### src/hdl/ssac_defines.svh
// Purpose: shared constants for the burst SRAM access control
// Assumes: by-18 organisation, two byte lanes of eight data bits plus parity
// Notes:   bit positions and codes are named here and nowhere else
`ifndef SSAC_DEFINES_SVH
`define SSAC_DEFINES_SVH

`define SSAC_ADDR_W        20
`define SSAC_BURST_W       2
`define SSAC_LANES         2
`define SSAC_LANE_W        9
`define SSAC_DATA_W        18
`define SSAC_LANE_A        0
`define SSAC_LANE_B        1
`define SSAC_NO_LANES      2'h0
`define SSAC_ALL_LANES     2'h3
`define SSAC_ONLY_LANE_A   2'h1
`define SSAC_ONLY_LANE_B   2'h2
`define SSAC_BURST_ZERO    2'h0
`define SSAC_BURST_ONE     2'h1
`define SSAC_MODE_LINEAR   1'h0

`endif

### src/hdl/ssac_pkg.sv
// Purpose: types shared by the burst SRAM access control modules
// Assumes: nothing beyond the defines header
// Notes:   state encodings are left to the tools
package ssac_pkg;

	typedef enum logic [1:0]
	{
		OP_IDLE,
		OP_READ,
		OP_WRITE
	} ssac_op_t;

	typedef enum logic [1:0]
	{
		PWR_ACTIVE,
		PWR_ENTER,
		PWR_ASLEEP,
		PWR_EXIT
	} ssac_pwr_t;

endpackage

### src/hdl/ssac_ctrl.sv
// Purpose: synchronous access control of a flow-through burst SRAM
// Assumes: inputs synchronous to i_ref_clk; memory core outside this block
// Notes:   output enable acts on the data pins without a clock edge
//
// Overview of operation
// - processor strobe while selected starts a read, writes ignored
// - writes only on controller strobe or in burst cycles after a selected strobe
// - once a write starts, output enable is ignored for that cycle
// - output enable is asynchronous, never registered on the clock
// - during writes output enable is masked, data pins stay undriven
// - read: pins undriven while output enable high or chip deselected
// - read with chip selected and output enable low drives read data
// - lane write a alone writes byte 0, lane a plus parity
// - lane write b alone writes byte 1, lane b plus parity
// - two-bit burst counter wraps in four, steps on burst advance low
// - burst mode picks interleaved (xor) or linear (add) order
// - sleep takes two cycles in and out; master keeps bus idle
`timescale 1ns/1ps
`include "ssac_defines.svh"

module ssac_ctrl
	import ssac_pkg::*;
(
	// clock and reset
	input  wire logic                      i_ref_clk,
	input  wire logic                      i_rst,
	// selects and strobes
	input  wire logic                      i_chip_select_one_n,
	input  wire logic                      i_chip_select_two,
	input  wire logic                      i_chip_select_three_n,
	input  wire logic                      i_processor_address_strobe_n,
	input  wire logic                      i_controller_address_strobe_n,
	input  wire logic                      i_burst_advance_n,
	input  wire logic                      i_burst_mode,
	input  wire logic                      i_sleep_request,
	// write controls
	input  wire logic                      i_global_write_n,
	input  wire logic                      i_byte_write_gate_n,
	input  wire logic                      i_lane_write_a_n,
	input  wire logic                      i_lane_write_b_n,
	// output enable, asynchronous
	input  wire logic                      i_output_enable_n,
	// address and data pins
	input  wire logic [`SSAC_ADDR_W-1:0]   i_addr,
	input  wire logic [`SSAC_DATA_W-1:0]   i_data_pins,
	output logic      [`SSAC_DATA_W-1:0]   o_data_pins,
	output logic                           o_data_pins_oe,
	// memory core side
	input  wire logic [`SSAC_DATA_W-1:0]   i_core_rdata,
	output logic      [`SSAC_ADDR_W-1:0]   o_core_addr,
	output logic      [`SSAC_LANES-1:0]    o_core_lane_we,
	output logic      [`SSAC_DATA_W-1:0]   o_core_wdata,
	output logic                           o_asleep
);

	ssac_op_t                          op;
	ssac_pwr_t                         pwr;
	logic [`SSAC_ADDR_W-1:`SSAC_BURST_W] base;
	logic [`SSAC_BURST_W-1:0]          offset;
	logic [`SSAC_LANES-1:0]            next_lane_we;
	logic [`SSAC_LANES-1:0]            lane_sel_n;
	logic                              active;
	logic                              selected;
	logic                              proc_take;
	logic                              ctrl_take;
	logic                              strobe;
	logic                              write_req;
	logic                              begin_read;
	logic                              begin_write;
	logic                              deselect;
	logic                              burst;
	logic                              write_now;

	assign active   = (pwr == PWR_ACTIVE);
	assign selected = !i_chip_select_one_n && i_chip_select_two &&
		!i_chip_select_three_n;
	// processor strobe is ignored while select one is high
	assign proc_take = !i_processor_address_strobe_n && !i_chip_select_one_n;
	assign ctrl_take = !i_controller_address_strobe_n && !proc_take;
	assign strobe    = proc_take || ctrl_take;

	assign lane_sel_n[`SSAC_LANE_A] = i_lane_write_a_n;
	assign lane_sel_n[`SSAC_LANE_B] = i_lane_write_b_n;

	// per-lane write decode
	genvar g;
	generate
		for (g = 0; g < `SSAC_LANES; g = g + 1)
		begin : g_lane
			assign next_lane_we[g] = !i_global_write_n ||
				(!i_byte_write_gate_n && !lane_sel_n[g]);
		end
	endgenerate

	assign write_req = |next_lane_we;

	// a selected processor strobe always reads, whatever the write inputs say
	assign begin_read  = active && strobe && selected &&
		(proc_take || !write_req);
	assign begin_write = active && ctrl_take && selected &&
		write_req;
	assign deselect    = active && strobe && !selected;
	assign burst       = active && !strobe && (op != OP_IDLE);
	// a processor-strobe cycle itself never writes; the following edge may
	assign write_now   = begin_write || (burst && write_req);

	ssac_burst_ctr u_ssac_burst_ctr
	(
		.i_ref_clk    (i_ref_clk),
		.i_rst        (i_rst),
		.i_load       (begin_read || begin_write),
		.i_advance    (burst && !i_burst_advance_n),
		.i_burst_mode (i_burst_mode),
		.i_start      (i_addr[`SSAC_BURST_W-1:0]),
		.o_offset     (offset)
	);

	always_ff @(posedge i_ref_clk)
	begin
		if (i_rst)
			base <= '0;
		else if (begin_read || begin_write)
			base <= i_addr[`SSAC_ADDR_W-1:`SSAC_BURST_W];
	end

	assign o_core_addr = {base, offset};

	// access state; leaving the active power state drops any burst
	always_ff @(posedge i_ref_clk)
	begin
		if (i_rst || !active || deselect)
			op <= OP_IDLE;
		else if (begin_read)
			op <= OP_READ;
		else if (write_now)
			op <= OP_WRITE;
	end

	// write strobes and data are registered, the core writes after the edge
	always_ff @(posedge i_ref_clk)
	begin
		if (i_rst || !write_now)
			o_core_lane_we <= `SSAC_NO_LANES;
		else
			o_core_lane_we <= next_lane_we;
	end

	always_ff @(posedge i_ref_clk)
	begin
		if (i_rst)
			o_core_wdata <= '0;
		else if (write_now)
			o_core_wdata <= i_data_pins;
	end

	// one intermediate state each way gives the two-cycle sleep entry and exit
	always_ff @(posedge i_ref_clk)
	begin
		if (i_rst)
			pwr <= PWR_ACTIVE;
		else
		begin
			case (pwr)
			PWR_ACTIVE:
				if (i_sleep_request)
					pwr <= PWR_ENTER;
			PWR_ENTER:
				pwr <= i_sleep_request ? PWR_ASLEEP : PWR_EXIT;
			PWR_ASLEEP:
				if (!i_sleep_request)
					pwr <= PWR_EXIT;
			PWR_EXIT:
				pwr <= i_sleep_request ? PWR_ENTER : PWR_ACTIVE;
			default:
				pwr <= PWR_ACTIVE;
			endcase
		end
	end

	assign o_asleep = (pwr == PWR_ASLEEP);

	// flow-through: the core answers the registered address without a stage;
	// the enable is not clocked, so pins follow output enable at once;
	// a write seen on the inputs masks the drivers before it lands
	assign o_data_pins    = i_core_rdata;
	assign o_data_pins_oe = (op == OP_READ) && active &&
		!write_now &&
		!i_output_enable_n;
endmodule

### src/hdl/ssac_burst_ctr.sv
// Purpose: two-bit wrapping burst counter with interleaved or linear order
// Assumes: load and advance are never high together
// Notes:   the offset combines the start and count flops with the unregistered burst mode input
`timescale 1ns/1ps
`include "ssac_defines.svh"

module ssac_burst_ctr
	import ssac_pkg::*;
(
	// clock and reset
	input  wire logic                       i_ref_clk,
	input  wire logic                       i_rst,
	// control
	input  wire logic                       i_load,
	input  wire logic                       i_advance,
	input  wire logic                       i_burst_mode,
	input  wire logic [`SSAC_BURST_W-1:0]   i_start,
	// result
	output logic      [`SSAC_BURST_W-1:0]   o_offset
);

	logic [`SSAC_BURST_W-1:0] start;
	logic [`SSAC_BURST_W-1:0] count;

	always_ff @(posedge i_ref_clk)
	begin
		if (i_rst)
			start <= `SSAC_BURST_ZERO;
		else if (i_load)
			start <= i_start;
	end

	// count wraps within four locations on its own width
	always_ff @(posedge i_ref_clk)
	begin
		if (i_rst || i_load)
			count <= `SSAC_BURST_ZERO;
		else if (i_advance)
			count <= count + `SSAC_BURST_ONE;
	end

	assign o_offset = (i_burst_mode == `SSAC_MODE_LINEAR) ?
		start + count : start ^ count;

endmodule

### config.mk
export PLATFORM = sky130hd
export DESIGN_NAME = ssac_ctrl
export DESIGN_NICKNAME = d
export VERILOG_FILES = /design/src/hdl/ssac_pkg.sv /design/src/hdl/ssac_ctrl.sv /design/src/hdl/ssac_burst_ctr.sv
export VERILOG_INCLUDE_DIRS = /design/src /design/src/hdl
export SDC_FILE = /design/constraint.sdc
export NUM_CORES = 1
export LEC_CHECK = 0
export ABC_CLOCK_PERIOD_IN_PS = 5000
export BUFFER_PORTS_ARGS = -buffer_cell sky130_fd_sc_hd__buf_4
export CORE_MARGIN = 1
export CORE_UTILIZATION = 35
export DETAILED_ROUTE_END_ITERATION = 10
export HOLD_SLACK_MARGIN = 0.05
export PLACE_DENSITY = 0.65
export SLEW_MARGIN = 30
export SYNTH_ARGS = -nofsm -noshare
export SYNTH_HDL_FRONTEND = slang
export SYNTH_HIERARCHICAL = 1
export SYNTH_SLANG_ARGS = --single-unit
### constraint.sdc
create_clock -name i_ref_clk -period 5 [get_ports i_ref_clk]
set_input_delay 0.75 -clock i_ref_clk [delete_from_list [all_inputs] [get_ports i_ref_clk]]
set_output_delay 0.75 -clock i_ref_clk [all_outputs]
set_load 0.02 [all_outputs]
==> impl_metrics.yaml <==
power:
  p_comb_frac: 0.251
  ir_drop_mv: 0.177
  internal-power_w: 0.000650
  power.switching_w: 0.000257
  p_clk_frac: 0.297
  cellPowerDensity_mw_per_mm2: 315
  leakage_nw: 1.22
  p_seq_frac: 0.453
  p_sw_frac: 0.283
setup_path:
  worst_path_max_delay_cell: "dfxtp_1"
  r2r-start: "pwr[0]$_SDFFE_PP0P_"
  crit_path_end: "o_data_pins_oe"
  r2r_end: "op[0]$_SDFFE_PP0P_"
  rr_worst_depth: 7
  critPathRequiredTime_ns: 4.25
  cp_max_fo: 6
  critPathTopFamily: "flip-flops"
  cp-start-kind: "register"
  endpoint_kind: "output pin"
  crit_chain: "inv_1 -> ha_1 -> o21ai_0 -> a2111oi_4 -> nor4_1 -> buf_4"
  crit_start: "pwr[0]$_SDFFE_PP0P_"
  worstSetupPathDepth: 6
  slowest_delay_ns: 0.38
  crit_arrival_ns: 1.72
  crit_buf_inv: 2
  rrSetupSlack_ns: 2.82
  worstSetupPathType: "reg -> out"
timing:
  worst_slack_ns: 2.53
  worstMarginPinSlew_ns: 0.615
  tns_ns: 0
  fmax_mhz: 405
  rsz0062_at_grt: "no"
  slew_viol_final: 0
  post-route-period-util: 0.493
  finalCriticalPeriod_ns: 2.47
  slew_headroom: 0.590
  setup_viol: 0
  hold_viol_final: 0
  clock_skew_ns: 0.00811
min_path:
  hold_path_class: "reg -> reg"
global_route:
  grt_max_degree: 66
  first_global_vias: 1647
  track_usage: 0.140
  grt_first_pass_wirelength_um: 7150
  grt_remaining_overflow: 0
  antenna_found_initial: 0
layout:
  postLayoutCoreUtil: 0.483
  layout_common_cells: "95 x buf_4, 46 x dfxtp_1, 37 x nand2_1, 37 x nand2b_1"
  layout_commonest_cell: "buf_4"
  antennaDiodeCount: 0
  syn2layout_area_growth_pct: 32.7
  drive_gt1_frac: 0.339
  final_nets: 389
placed_design:
  port_buffers: 94
  gp_congestion: 0.672
  dpl.hpwl_um: 3160
  pre_cts_ws_ns: 2.54
route:
  first_pass_iters: 4
  wl_um: 4510
  drc: 0
  vias_per_cell: 4.60
  drtIter0Drc: 52
  ant_nets: 0
  vias: 1783
  wl_per_cell_um: 11.6
clocking:
  clock-root-buffer: "clkbuf_8"
  cts_resized: 0
  cts_made_buffers: 5
  h-tree-depth: 2
  cts_setup_buffers: 0
  cts_buffer_depth: 2
  cts_sinks: 46
  cts_tree: "yes"
  insertion_delay_ns: 0.29
  cts_hold_buf: 0
  path_clk_slew_ns: 0.08
logic_synthesis:
  syn_inst: 240
  synth.avg_cell_area_um2: 9.03
  ys_ff_latch: 46
  ys_seq_area_frac: 0.425
  yosysWarnings: 6
  ys_types: 32
  syn_nets: 317
  netlist_area_mm2: 0.00217
floorplan:
  initial_core_util: 0.364
  die_x_um: 80.7
  ios: 131
  fp.coreArea_mm2: 0.00596
  fp.dieH_um: 80.7
  fp-row-count: 28
  dieArea_mm2: 0.00651
flow_run:
  cap_violations: 0
run_status:
  status: "finished clean"
[per-layer routing]
layer  part of all wire  track usage  routed length, µm
met3              0.099       0.0568                447
met5                  0            0                  0
met4              0.018       0.0589                 82
met1               0.43        0.164               1930
met2               0.45        0.225               2050
[worst min-delay path by stage]
| stage | startpoint | end | slack [ns] | cells past startpoint |
|---|---|---|---|---|
| floorplan | u_ssac_burst_ctr/start[0]$_SDFFE_PP0P_ | u_ssac_burst_ctr/start[0]$_SDFFE_PP0P_ | 0.47 | 2 |
| global placement | base[6]$_SDFFE_PP0P_ | base[6]$_SDFFE_PP0P_ | 0.44 | 2 |
| detailed placement | base[4]$_SDFFE_PP0P_ | base[4]$_SDFFE_PP0P_ | 0.45 | 2 |
| CTS | base[2]$_SDFFE_PP0P_ | base[2]$_SDFFE_PP0P_ | 0.46 | 2 |
| global route | base[5]$_SDFFE_PP0P_ | base[5]$_SDFFE_PP0P_ | 0.48 | 2 |
| finish | base[5]$_SDFFE_PP0P_ | base[5]$_SDFFE_PP0P_ | 0.46 | 2 |
[synth_stat cells (all sizes together)]
cell / count / area [µm²]
nor3: 5 / 25.0
o32ai: 1 / 8.76
nor2b: 2 / 12.5
ha: 6 / 75.1
and2: 1 / 6.26
o211a: 1 / 10.0
mux2i: 21 / 210
clkbuf: 6 / 22.5
o211ai: 1 / 7.51
dfxtp: 46 / 921
a21oi: 22 / 114
a2111oi: 1 / 27.5
or2: 1 / 6.26
buf: 24 / 183
xnor2: 3 / 26.3
a211oi: 1 / 12.5
o21ai: 4 / 20.0
a21bo: 1 / 10.0
inv: 4 / 15.0
nand2b: 37 / 231
nand4bb: 1 / 11.3
a21o: 1 / 7.51
and3b: 2 / 17.5
nor4: 1 / 6.26
nand2: 37 / 139
nand3b: 1 / 7.51
nor2: 9 / 33.8
[sequential cells by signal, indices dropped and copies added, names as in the netlist]
signal	count
op	2
o_core_lane_we	2
u_ssac_burst_ctr/start	2
pwr	2
o_core_wdata	18
u_ssac_burst_ctr/count	2
base	18
[final cells by class]
class	count	area, µm²
tap	75	93.8
sequential	46	921
inverter	4	15.0
fill	585	3080
clock buffer	7	76.3
clock inverter	1	30.0
timing repair buffer	95	713
multi-input combinational	160	1030
[metrics by stage]
| step | total power (W) | instances | hold WS (ns) | cell area, µm² |
|---|---|---|---|---|
| global route | 0.000964 | 388 | 0.476 | 2880 |
| CTS | 0.000924 | 388 | 0.464 | 2880 |
| finish | 0.000907 | 388 | 0.459 | 2880 |
| floorplan | 0.000583 | 240 | 0.467 | 2170 |
| global placement | 0.000646 | 380 | 0.444 | 2770 |
| detailed placement | 0.000650 | 380 | 0.451 | 2770 |
[logic make-up after synthesis]
| logic type | count (synthesis) | synth area share |
|---|---|---|
| flip-flops | 46 | 0.425 |
| AND/OR/NAND/NOR | 97 | 0.229 |
| XOR/XNOR | 3 | 0.0121 |
| buffers and inverters | 34 | 0.102 |
| AO/OA/AOI/OAI | 33 | 0.100 |
| adder cells (fa/ha/maj) | 6 | 0.0346 |
| multiplexers | 21 | 0.0970 |
[tightest hold or removal path: stages, from the launching register on]
cell and delay [ns]:
dfxtp_1 0.32, nand2_1 0.05, a21oi_1 0.05
[power groups by stage]
stage          registers [W]  clock network [W]  logic, W
2_1_floorplan       0.000440                  0  0.000144
3_3_place_gp        0.000418                  0  0.000228
3_5_place_dp        0.000419                  0  0.000231
4_1_cts             0.000411           0.000282  0.000231
5_1_grt             0.000414           0.000295  0.000256
6_report            0.000411           0.000269  0.000227
No activity file was read; power rests on OpenSTA's default activity.
